## config.mk

```make
export PLATFORM = sky130hd
export DESIGN_NAME = retimer_adapt_lock_ctrl_regs
export DESIGN_NICKNAME = d
export VERILOG_FILES = /design/src/rtl/lock_recheck.v /design/src/rtl/retimer_adapt_lock_ctrl_regs.v
export VERILOG_INCLUDE_DIRS = /design/src /design/src/rtl
export SDC_FILE = /design/constraint.sdc
export NUM_CORES = 1
export LEC_CHECK = 0
export BUFFER_PORTS_ARGS = -buffer_cell sky130_fd_sc_hd__buf_2
export CORE_AREA = 8 8 94 96
export DETAILED_ROUTE_END_ITERATION = 10
export DIE_AREA = 0 0 102 104
export PLACE_DENSITY_LB_ADDON = 0.2
export SLEW_MARGIN = 25
export SYNTH_ARGS = -nofsm -noshare
export SYNTH_HDL_FRONTEND = slang
export SYNTH_SLANG_ARGS = --single-unit
```

## constraint.sdc

```tcl
create_clock -name clk -period 5.5 [get_ports clk]
set_clock_uncertainty 0.15 [all_clocks]
set_input_delay 1.1 -clock clk [delete_from_list [all_inputs] [get_ports clk]]
set_output_delay 1.1 -clock clk [all_outputs]
set_load 0.02 [all_outputs]
```

## src/rtl/retimer_ctrl_defines.vh

```
/*
 * Register offsets, field positions, reset values and timing counts for the
 * per-channel adaptation, threshold and lock control register bank.
 * Assumes: included by bare name from the design files under rtl/.
 */
`ifndef RETIMER_CTRL_DEFINES_VH
`define RETIMER_CTRL_DEFINES_VH

// Register offsets on the register port.
`define ADDR_ADAPTATION_CONFIG      8'h31
`define ADDR_EYE_INT_THRESHOLDS     8'h32
`define ADDR_FEEDBACK_START_THRESH  8'h33
`define ADDR_LOCK_POWER_TAP         8'h34
// Frequency error count registers; reading them clears the ready flag.
`define ADDR_FREQ_ERR_LOW           8'h3b
`define ADDR_FREQ_ERR_HIGH          8'h3c

// Reset values.
`define RST_ADAPTATION_CONFIG       8'h00
`define RST_EYE_INT_THRESHOLDS      8'h11
`define RST_FEEDBACK_START_THRESH   8'h88
`define RST_LOCK_POWER_TAP          8'h3f

// Field positions.
`define ADAPT_SEQ_HI                6
`define ADAPT_SEQ_LO                5
`define MERIT_SEL_HI                4
`define MERIT_SEL_LO                3
`define FREQ_ERR_READY_BIT          7
`define LOW_POWER_DISABLE_BIT       6
`define LOCK_COUNT_HI               5
`define LOCK_COUNT_LO               4

// Adaptation sequence codes.
`define SEQ_NONE                    2'h0
`define SEQ_LINEAR_ONLY             2'h1
`define SEQ_OPT_FB_LINEAR           2'h2
`define SEQ_LOCK_FB_OPT             2'h3

// Figure of merit codes.
`define MERIT_HORIZONTAL            2'h1
`define MERIT_VERTICAL              2'h2
`define MERIT_BOTH                  2'h3

// Threshold unit in eye-opening counts, as a shift.
`define THRESH_UNIT_SHIFT           3

// Low-power delay after signal loss.
`define LOW_POWER_DELAY_MS          100
`define CLK_FREQ_HZ                 20000000

`endif

```

## src/rtl/lock_recheck.v

```verilog
/*
 * Lock-loss recheck counter: holds the lock indication through a number of
 * consecutive failed lock checks before declaring loss of lock.
 * Assumes: check_strobe is a one-cycle pulse per lock evaluation, on clk.
 */
`timescale 1ns/1ps
`default_nettype none

module lock_recheck (
    // Clock and reset.
    input  wire       clk,
    input  wire       reset,
    // Lock evaluation.
    input  wire       check_strobe,
    input  wire       criteria_pass,
    input  wire [1:0] extra_checks,
    // Result.
    output reg        locked
);

    // Number of failed checks seen since the last pass.
    reg [2:0] fail_count;

    // Count failures while locked; a pass restores the count to zero.
    always @(posedge clk) begin
        if (reset) begin
            locked     <= 1'b0;
            fail_count <= 3'h0;
        end else if (check_strobe) begin
            if (criteria_pass) begin
                // Lock is set high and the recheck count restarts.
                locked     <= 1'b1;
                fail_count <= 3'h0;
            end else if (locked) begin
                // First failure plus N rechecks, at most four in all.
                if (fail_count >= {1'b0, extra_checks}) begin
                    locked     <= 1'b0;
                    fail_count <= 3'h0;
                end else begin
                    fail_count <= fail_count + 3'h1;
                end
            end
        end
    end

endmodule // lock_recheck

`default_nettype wire

```

## src/rtl/retimer_adapt_lock_ctrl_regs.v

```verilog
/*
 * Per-channel register bank adaptation_config..lock_power_tap_control: adaptation sequence control, eye
 * thresholds, feedback start thresholds, lock recheck, low-power shutdown
 * and the feedback tap limit, plus the small control logic that uses them.
 * Assumes: a simple byte register port (address, write strobe, read strobe)
 * from the serial management or EEPROM loader, synchronous to clk; the
 * analogue equalizer and clock recovery report their status as inputs.
 */
`timescale 1ns/1ps
`default_nettype none
`include "retimer_ctrl_defines.vh"

module retimer_adapt_lock_ctrl_regs #(
    parameter integer LOW_POWER_CYCLES = `LOW_POWER_DELAY_MS * (`CLK_FREQ_HZ / 1000)
) (
    // Clock and reset.
    input  wire       clk,
    input  wire       reset,
    // Register port.
    input  wire [7:0] reg_addr,
    input  wire       reg_write,
    input  wire       reg_read,
    input  wire [7:0] reg_wdata,
    output reg  [7:0] reg_rdata,
    // Control bits held elsewhere in the channel.
    input  wire       linear_eq_adapt_start,
    input  wire       eye_interrupt_enable,
    // Status from the analogue channel.
    input  wire [7:0] horizontal_eye_opening,
    input  wire [7:0] vertical_eye_opening,
    input  wire       eye_measure_valid,
    input  wire       freq_count_done,
    input  wire       signal_detect,
    input  wire       lock_check_strobe,
    input  wire       lock_criteria_pass,
    input  wire       linear_eq_locked,
    input  wire       linear_eq_optimal,
    input  wire       feedback_eq_done,
    // Outputs to the channel.
    output reg        linear_eq_adapt_start_clear,
    output reg        linear_eq_adapt_enable,
    output reg        feedback_eq_adapt_enable,
    output reg  [1:0] equalizer_merit_select,
    output reg  [3:0] feedback_taps_upper_limit,
    output reg  [3:0] feedback_taps_limit_inverted,
    output reg        eye_interrupt_status,
    output reg        channel_power_down,
    output wire       cdr_locked
);

    // Adaptation states.
    localparam [2:0] ST_IDLE      = 3'h0;
    localparam [2:0] ST_LIN_FIRST = 3'h1;
    localparam [2:0] ST_FEEDBACK  = 3'h2;
    localparam [2:0] ST_LIN_LAST  = 3'h3;
    localparam [2:0] ST_DONE      = 3'h4;

    // Low-power counter width; generous for the default 2,000,000 cycles.
    localparam [31:0] LP_LAST = LOW_POWER_CYCLES - 1;

    // Stored registers.
    reg [7:0]  adaptation_config;          // Sequence and merit select.
    reg [7:0]  eye_interrupt_thresholds;   // Interrupt thresholds.
    reg [7:0]  feedback_start_thresholds;  // Minimum openings.
    reg [7:0]  lock_power_tap_control;     // Mixed control and flag.
    reg [2:0]  state;                      // Adaptation state.
    reg [2:0]  next_state;                 // Next adaptation state.
    reg [31:0] lp_count;                   // Cycles since signal loss.

    // Field views.
    wire [1:0]  adapt_sequence = adaptation_config[`ADAPT_SEQ_HI:`ADAPT_SEQ_LO];
    wire [3:0]  horizontal_interrupt_threshold = eye_interrupt_thresholds[7:4];
    wire [3:0]  vertical_interrupt_threshold   = eye_interrupt_thresholds[3:0];
    wire [3:0]  horizontal_feedback_start_min  = feedback_start_thresholds[7:4];
    wire [3:0]  vertical_feedback_start_min    = feedback_start_thresholds[3:0];
    wire        low_power_disable = lock_power_tap_control[`LOW_POWER_DISABLE_BIT];
    wire [1:0]  lock_extra = lock_power_tap_control[`LOCK_COUNT_HI:`LOCK_COUNT_LO];

    // Threshold units scaled to eye-opening counts.
    wire [7:0] h_int_counts = {horizontal_interrupt_threshold, 4'h0} >> 1;
    wire [7:0] v_int_counts = {vertical_interrupt_threshold, 4'h0} >> 1;
    wire [7:0] h_min_counts = {horizontal_feedback_start_min, 4'h0} >> 1;
    wire [7:0] v_min_counts = {vertical_feedback_start_min, 4'h0} >> 1;

    // Openings judged by the programmed figure of merit.
    wire h_used = adaptation_config[`MERIT_SEL_LO];
    wire v_used = adaptation_config[`MERIT_SEL_HI];
    wire eye_below = (h_used && horizontal_eye_opening < h_int_counts) ||
                     (v_used && vertical_eye_opening < v_int_counts);
    // Feedback start under SEQ_LOCK_FB_OPT needs both minimum openings met.
    wire eye_min_met = (horizontal_eye_opening >= h_min_counts) &&
                       (vertical_eye_opening >= v_min_counts);

    // Register writes, the self-setting ready flag and its read clear.
    always @(posedge clk) begin
        if (reset) begin
            adaptation_config         <= `RST_ADAPTATION_CONFIG;
            eye_interrupt_thresholds  <= `RST_EYE_INT_THRESHOLDS;
            feedback_start_thresholds <= `RST_FEEDBACK_START_THRESH;
            lock_power_tap_control    <= `RST_LOCK_POWER_TAP;
        end else begin
            if (reg_write) begin
                case (reg_addr)
                    `ADDR_ADAPTATION_CONFIG:     adaptation_config         <= reg_wdata;
                    `ADDR_EYE_INT_THRESHOLDS:    eye_interrupt_thresholds  <= reg_wdata;
                    `ADDR_FEEDBACK_START_THRESH: feedback_start_thresholds <= reg_wdata;
                    // The ready flag is kept by hardware, not by writes.
                    `ADDR_LOCK_POWER_TAP: lock_power_tap_control[6:0] <= reg_wdata[6:0];
                    default: ;
                endcase
            end
            // A count arriving with the read wins over the clear.
            if (freq_count_done) begin
                lock_power_tap_control[`FREQ_ERR_READY_BIT] <= 1'b1;
            end else if (reg_read && (reg_addr == `ADDR_FREQ_ERR_LOW ||
                                      reg_addr == `ADDR_FREQ_ERR_HIGH)) begin
                lock_power_tap_control[`FREQ_ERR_READY_BIT] <= 1'b0;
            end
        end
    end

    // Registered read data; unmapped offsets read zero.
    always @(posedge clk) begin
        if (reset) begin
            reg_rdata <= 8'h00;
        end else if (reg_read) begin
            case (reg_addr)
                `ADDR_ADAPTATION_CONFIG:     reg_rdata <= adaptation_config;
                `ADDR_EYE_INT_THRESHOLDS:    reg_rdata <= eye_interrupt_thresholds;
                `ADDR_FEEDBACK_START_THRESH: reg_rdata <= feedback_start_thresholds;
                `ADDR_LOCK_POWER_TAP:        reg_rdata <= lock_power_tap_control;
                default:                     reg_rdata <= 8'h00;
            endcase
        end
    end

    // Adaptation sequencing by the programmed sequence code.
    always @* begin
        next_state = state;
        case (state)
            ST_IDLE: begin
                if (linear_eq_adapt_start && adapt_sequence != `SEQ_NONE) begin
                    next_state = ST_LIN_FIRST;
                end
            end
            ST_LIN_FIRST: begin
                if (adapt_sequence == `SEQ_LINEAR_ONLY) begin
                    if (linear_eq_optimal) next_state = ST_DONE;
                end else if (adapt_sequence == `SEQ_OPT_FB_LINEAR) begin
                    if (linear_eq_optimal) next_state = ST_FEEDBACK;
                end else if (adapt_sequence == `SEQ_LOCK_FB_OPT) begin
                    // Lock alone is not enough; minimum openings too.
                    if (linear_eq_locked && eye_measure_valid && eye_min_met) next_state = ST_FEEDBACK;
                end else begin
                    next_state = ST_IDLE;
                end
            end
            ST_FEEDBACK: begin
                if (feedback_eq_done) next_state = ST_LIN_LAST;
            end
            ST_LIN_LAST: begin
                if (linear_eq_optimal) next_state = ST_DONE;
            end
            ST_DONE: begin
                next_state = ST_IDLE;
            end
            default: begin
                next_state = ST_IDLE;
            end
        endcase
    end

    // State register and equalizer enables.
    always @(posedge clk) begin
        if (reset) begin
            state                       <= ST_IDLE;
            linear_eq_adapt_enable      <= 1'b0;
            feedback_eq_adapt_enable    <= 1'b0;
            linear_eq_adapt_start_clear <= 1'b0;
        end else begin
            state                    <= next_state;
            linear_eq_adapt_enable   <= (next_state == ST_LIN_FIRST) || (next_state == ST_LIN_LAST);
            feedback_eq_adapt_enable <= (next_state == ST_FEEDBACK);
            // One pulse to self-clear the start bit once taken.
            linear_eq_adapt_start_clear <= (state == ST_IDLE) && linear_eq_adapt_start;
        end
    end

    // Field outputs and eye interrupt status.
    always @(posedge clk) begin
        if (reset) begin
            equalizer_merit_select       <= 2'h0;
            feedback_taps_upper_limit    <= 4'hf;
            feedback_taps_limit_inverted <= 4'hf;
            eye_interrupt_status         <= 1'b0;
        end else begin
            equalizer_merit_select <= adaptation_config[`MERIT_SEL_HI:`MERIT_SEL_LO];
            // One limit feeds both polarities.
            feedback_taps_upper_limit    <= lock_power_tap_control[3:0];
            feedback_taps_limit_inverted <= lock_power_tap_control[3:0];
            // Status follows the live measurement, gated by enable.
            eye_interrupt_status <= eye_interrupt_enable && eye_measure_valid && eye_below;
        end
    end

    // Low-power shutdown timer; power returns as soon as signal is back.
    always @(posedge clk) begin
        if (reset) begin
            lp_count           <= 32'h0;
            channel_power_down <= 1'b0;
        end else if (signal_detect || low_power_disable) begin
            lp_count           <= 32'h0;
            channel_power_down <= 1'b0;
        end else if (lp_count >= LP_LAST) begin
            channel_power_down <= 1'b1;
        end else begin
            lp_count <= lp_count + 32'h1;
        end
    end

    // Lock recheck counter.
    lock_recheck u_lock_recheck (
        .clk           (clk),
        .reset         (reset),
        .check_strobe  (lock_check_strobe),
        .criteria_pass (lock_criteria_pass),
        .extra_checks  (lock_extra),
        .locked        (cdr_locked)
    );

endmodule // retimer_adapt_lock_ctrl_regs

`default_nettype wire

```

[Word level (Yosys, flattened, before mapping)]
Cells that the tools add are included.
Word-level totals
  register bits after elaboration: 90
  input bits: 46
  output and inout port bits: 24
  logic and storage cells: 82
Cells by class
  $add $sub $neg: 2
  $lt $le $gt $ge: 6
  equal/unequal tests: 15
  mux-type cells: 18
  reduce and logical (&&, ||, !) cells: 24
Operators with widths (number)
  == test 8 x 6 -> 1 bit, second input constant: 6
  two-way mux 3 bit: 11
  adder 32 x 1 -> 32 bit, second input constant: 1
  >= comparator 32 x 21 -> 1 bit, second input constant: 1
  case mux 8 bit (4 select lines): 1
  >= comparator 8 x 7 -> 1 bit: 2
  less-than comparator 8 x 7 -> 1 bit: 2
  == test 3 x 2 -> 1 bit, second input constant: 4
  case mux 3 bit (4 select lines): 1
  logical AND 1 bit: 10
  AND reduction 2 bit: 5
  == test 3 x 1 -> 1 bit, second input constant: 2
  nonzero test 2 bit: 3
  two-way mux 1 bit: 5
  == test 2 bit, second input constant: 2
  logical OR 1 bit: 4
  adder 3 x 1 -> 3 bit, second input constant: 1
  >= comparator 3 x 2 -> 1 bit: 1
  zero test 3 bit: 1
  == test 2 x 1 -> 1 bit, second input constant: 1
  OR reduction 2 bit: 1

[Depth between registers and ports, before layout]
  depth after elaboration: 10
  mapped depth: 7
  depth with buffers taken out: 7

[Cells and area by module]
Synthesis repeated with hierarchy kept, for this count alone.
Second synthesis, totals
  cell total of the unflattened synthesis: 457
  area total of the unflattened synthesis: 4157.7 um2
By module, submodules not included
  retimer_adapt_lock_ctrl_regs: times used 1, cells an instance 436, area an instance 3922.5 um2, seq. area each 1721.7 um2
  lock_recheck: times used 1, cells an instance 21, area an instance 235.2 um2, seq. area each 80.1 um2

[Worst setup path before layout]
No wires, ideal clock.
  path kind: in2reg
  from: input reg_addr[7]
  to: register eye_interrupt_thresholds[0]
  setup time: 0.120 ns
  arrival: 2.624 ns
  required time: 5.230 ns
  setup slack: 2.606 ns
  cell stages on the path: 6
  buffers on the path: 1
  cells stage by stage: nor4bb_1 nand3b_1 nor4b_1 clkbuf_1 nor2b_1 a211o_1
On the way
  longest elaborated chain between the ends: 2
Ends and longest elaborated chain
  start, declared: line retimer_adapt_lock_ctrl_regs.v:20  | input wire [7:0] reg_addr,
  == test 8 x 6 -> 1 bit: line retimer_adapt_lock_ctrl_regs.v:103  | case (reg_addr)
  AND reduction 2 bit (no source line)
  end signal, assigned: line retimer_adapt_lock_ctrl_regs.v:98  | eye_interrupt_thresholds <= `RST_EYE_INT_THRESHOLDS;
  end signal, assigned: line retimer_adapt_lock_ctrl_regs.v:105  | `ADDR_EYE_INT_THRESHOLDS: eye_interrupt_thresholds <= reg_wdata;
  end, declared: line retimer_adapt_lock_ctrl_regs.v:63  | reg [7:0] eye_interrupt_thresholds;
Every way passes these cells.
A chain may end at the register's enable or synchronous reset.

[Worst setup path in the final report]
  from: input reg_addr[7]
  to: register feedback_start_thresholds[3]
On the way
  longest elaborated chain between the ends: 2
Ends and longest elaborated chain
  == test 8 x 6 -> 1 bit: line retimer_adapt_lock_ctrl_regs.v:103
  AND reduction 2 bit (no source line)
  end signal, assigned: line retimer_adapt_lock_ctrl_regs.v:99  | feedback_start_thresholds <= `RST_FEEDBACK_START_THRESH;
  end signal, assigned: line retimer_adapt_lock_ctrl_regs.v:106  | `ADDR_FEEDBACK_START_THRESH: feedback_start_thresholds <= reg_wdata;
  end, declared: line retimer_adapt_lock_ctrl_regs.v:64  | reg [7:0] feedback_start_thresholds;
Every way passes these cells.

==> impl_metrics.csv <==
group,metric,value,unit
die,ios,70,
global_route,grt_use_total,19.1,%
global_route,grt_start_max_net_pins,51,
timing,tightest_slew,0.892,ns
die,die_w,102,µm
worst_hold_path,hold_path_class,"register to register",
timing,setup_tns,0,ns
logic_synthesis,async_reset_ff_share,0,%
place,port_buffers,69,
power,switching_share,23.3,%
timing,period_minus_slack,3.09,ns
run_status,outcome,"complete, no violations",
global_route,grt_antenna_before_repair,0,
cells_and_area,synthToLayoutAreaGrowth,14.4,%
timing,slew-limit-headroom,40.6,%
worst_setup_path,rrSetupSlack,2.86,ns
die,start_util,57.2,%
clock_network,cts.htree.levels,3,
worst_setup_path,critPathRequiredTime,5.61,ns
logic_synthesis,yosysSeqAreaShare,42.3,%
die,core_region_area,7450,µm²
global_route,grt_pass1_vias,3618,
clock_network,ctsRootBufferMaster,"clkbuf_8",
worst_setup_path,cp-startpoint,"reg_addr[7]",
power,clockPowerShare,39.0,%
cells_and_area,num_antenna_cells,0,
logic_synthesis,synth_area,4260,µm²
logic_synthesis,yosys_warnings,0,
routing,drtAntennaViolNets,0,
cells_and_area,drive_gt1_share,17.6,%
worst_setup_path,reg2reg_from,"lp_count[11]$_SDFFE_PP0N_",
routing,drt-total-wl,9730,µm
routing,drc,0,
cells_and_area,fillers,657,
worst_setup_path,cpPeakStageDelay,0.71,ns
clock_network,clockBufferDepth,2,
global_route,grt_pass1_wl,16800,µm
logic_synthesis,syn_nets,544,
timing,hold_viol,0,
routing,drt_first_pass_iters,5,
power,leakagePower,2.03,nW
worst_setup_path,cp_max_fo,10,
logic_synthesis,post_synth.cell_area_avg,8.88,µm²
worst_setup_path,timing.rr.end,"lp_count[3]$_SDFFE_PP0N_",
power,pwr_density_cell,247,nW/µm²
routing,drt_iter0_markers,205,
clock_network,cts_inserted_buffers,9,
timing,rsz0062_at_grt,"false",
clock_network,cts_sinks,90,
worst_setup_path,reg2reg_depth,5,
die,fp-row-count,32,
routing,via_per_inst,5.70,
worst_setup_path,arrival,3.20,ns
clock_network,cts_resized,0,
global_route,grt_overflow,0,
clock_network,post_cts.repair.setup_buffers,0,
cells_and_area,nNetsFinal,600,
place,dp_hpwl,7260,µm
logic_synthesis,yosys_most_used_dff,"dfxtp_1",
timing,finalSetupViolCount,0,
logic_synthesis,synth_cells,480,
die,die_h,104,µm
power,power.switching,281,µW
routing,post_drt_wl_per_cell,15.1,µm
power,worst_ir_drop_vdd,0.000136,V
timing,finalCritPeriodShare,56.2,%
power,p_seq_share,54.6,%
clock_network,clkTransAtPathRegs,0.09,ns
worst_setup_path,crit_path_end_kind,"register",
clock_network,cts_tree,"built",
run,max-cap-violations,0,
die,design.die.area,10600,µm²
power,p_total,1.20,mW
cells_and_area,register_area,1800,µm²
power,p_int,922,µW
power,p_comb_share,6.4,%
timing,max_clock_freq,324,MHz
cells_and_area,multi_input_area,2270,µm²
worst_setup_path,critical_path.slowest_cell,"nand4bb_1",
clock_network,cts-hold-fix-buffers,0,
worst_setup_path,path_class,"input pin to register",
routing,num_vias,3667,
logic_synthesis,synth_edf_count,0,
worst_setup_path,start_kind,"input pin",
logic_synthesis,ys_ff_latch,90,
place,gp_congestion,0.787,
timing,final_max_slew_viol_count,0,
worst_hold_path,worstHoldStart,"lp_count[23]$_SDFFE_PP0N_",
clock_network,clk_latency,0.36,ns
worst_setup_path,cp-endpoint,"feedback_start_thresholds[3]$_SDFFE_PP1P_",
logic_synthesis,ys_types,48,
worst_setup_path,timing.critical_path.cells,"buf_2 -> nor4bb_1 -> nand3b_1 -> nand4bb_1 -> a211o_1",
-- state kept, by name (all words and copies together), names as in the netlist --
signal	cells
adaptation_config	8
channel_power_down	1
equalizer_merit_select	2
eye_interrupt_status	1
eye_interrupt_thresholds	8
feedback_eq_adapt_enable	1
feedback_start_thresholds	8
feedback_taps_limit_inverted	4
linear_eq_adapt_enable	1
linear_eq_adapt_start_clear	1
lock_power_tap_control	8
lp_count	32
reg_rdata	8
state	3
u_lock_recheck.fail_count	3
u_lock_recheck.locked	1
-- synth_stat cells, drive strengths merged (9+ instances only) --
master,instances,share of area (%)
ha,18,5.3
dfxtp,90,42
and3,9,1.3
o31ai,10,1.8
mux2i,32,7.5
clkbuf,19,1.7
nand3,12,1.4
or4,9,1.6
nand2,27,2.4
a22oi,11,1.9
a211o,11,2.3
inv,28,2.5
and2,12,1.8
or3,9,1.3
o21ai,21,2.5
nor2,49,4.3
a21oi,21,2.5
nand2b,11,1.6
-- cell type report --
class / count / area share (%)
multi-input combinational: 337 / 46.6
timing repair buffer: 70 / 7.24
inverter: 28 / 2.16
tap: 102 / 2.62
clock inverter: 5 / 1.26
clock buffer: 11 / 3.11
sequential: 90 / 37.0
-- layout by cell type (no fill, tap or decap), types with 5 or more instances in the layout --
master / count
dfxtp_1: 90
or2_2: 5
nand3_1: 12
and2_1: 12
o22a_1: 8
and3_1: 9
nor2b_1: 8
or4_1: 9
o31ai_1: 10
nor3_1: 6
buf_2: 69
a22oi_1: 11
clkbuf_8: 11
mux2i_1: 32
ha_1: 18
o211ai_1: 5
or3_1: 9
o21ai_0: 21
nand4_1: 6
nor2_1: 49
a211o_1: 11
a21oi_1: 21
inv_1: 28
nand2b_1: 11
nand2_1: 27
-- metrics by stage --
step | utilization (%) | worst slack [ns] | hold WS (ns) | std cells | area [µm²]
after floorplan | - | 2.61 | 0.275 | 480 | 4260
after global placement | 62.3 | 2.01 | 0.290 | 627 | 4640
after detailed placement | 62.3 | 1.87 | 0.294 | 627 | 4640
after CTS | 65.2 | 2.24 | 0.319 | 643 | 4850
after global routing | 65.4 | 2.26 | 0.339 | 643 | 4870
final | 65.4 | 2.41 | 0.317 | 643 | 4870
-- power by group through the flow --
stage	Combinational, mW	Sequential, mW	Clock [mW]
floorplan	0.0407	0.672	0
global placement	0.0729	0.671	0
CTS	0.0761	0.656	0.473
global route	0.0864	0.657	0.503
finish	0.0774	0.656	0.469
detailed placement	0.0757	0.671	0
-- worst min-delay path by stage --
stage                                            to  slack (ns)  cells past startpoint
after floorplan           lp_count[20]$_SDFFE_PP0N_        0.28                      2
after global placement    reg_rdata[5]$_SDFFE_PP0P_        0.29                      2
after detailed placement  reg_rdata[2]$_SDFFE_PP0P_        0.29                      2
after CTS                 lp_count[20]$_SDFFE_PP0N_        0.32                      2
after global routing      reg_rdata[5]$_SDFFE_PP0P_        0.34                      2
final                     lp_count[23]$_SDFFE_PP0N_        0.32                      1
-- routing by layer --
layer	share of wire [%]	track usage, %	vias to the layer above
met3	5.4	3.88	10
met1	48	25.2	1732
met2	45	30.1	86
met4	0.96	5.56	0
li1	-	-	1839
met5	0	0	-
-- logic make-up after synthesis --
family / Yosys count / share of synthesized area, %
multiplexers: 32 / 7.52
buffers and inverters: 53 / 5.20
flip-flops: 90 / 42.3
AND/OR/NAND/NOR: 183 / 23.0
AO/OA/AOI/OAI: 104 / 16.7
adder cells (fa/ha/maj): 18 / 5.29
-- critical path, delay by kind of cell --
| kind | cells | cell delay [ns] |
|---|---|---|
| compound gates | 1 | 0.46 |
| buf+inv | 1 | 0.10 |
| simple gates | 3 | 1.53 |
Power figures use the tool's default switching activity.
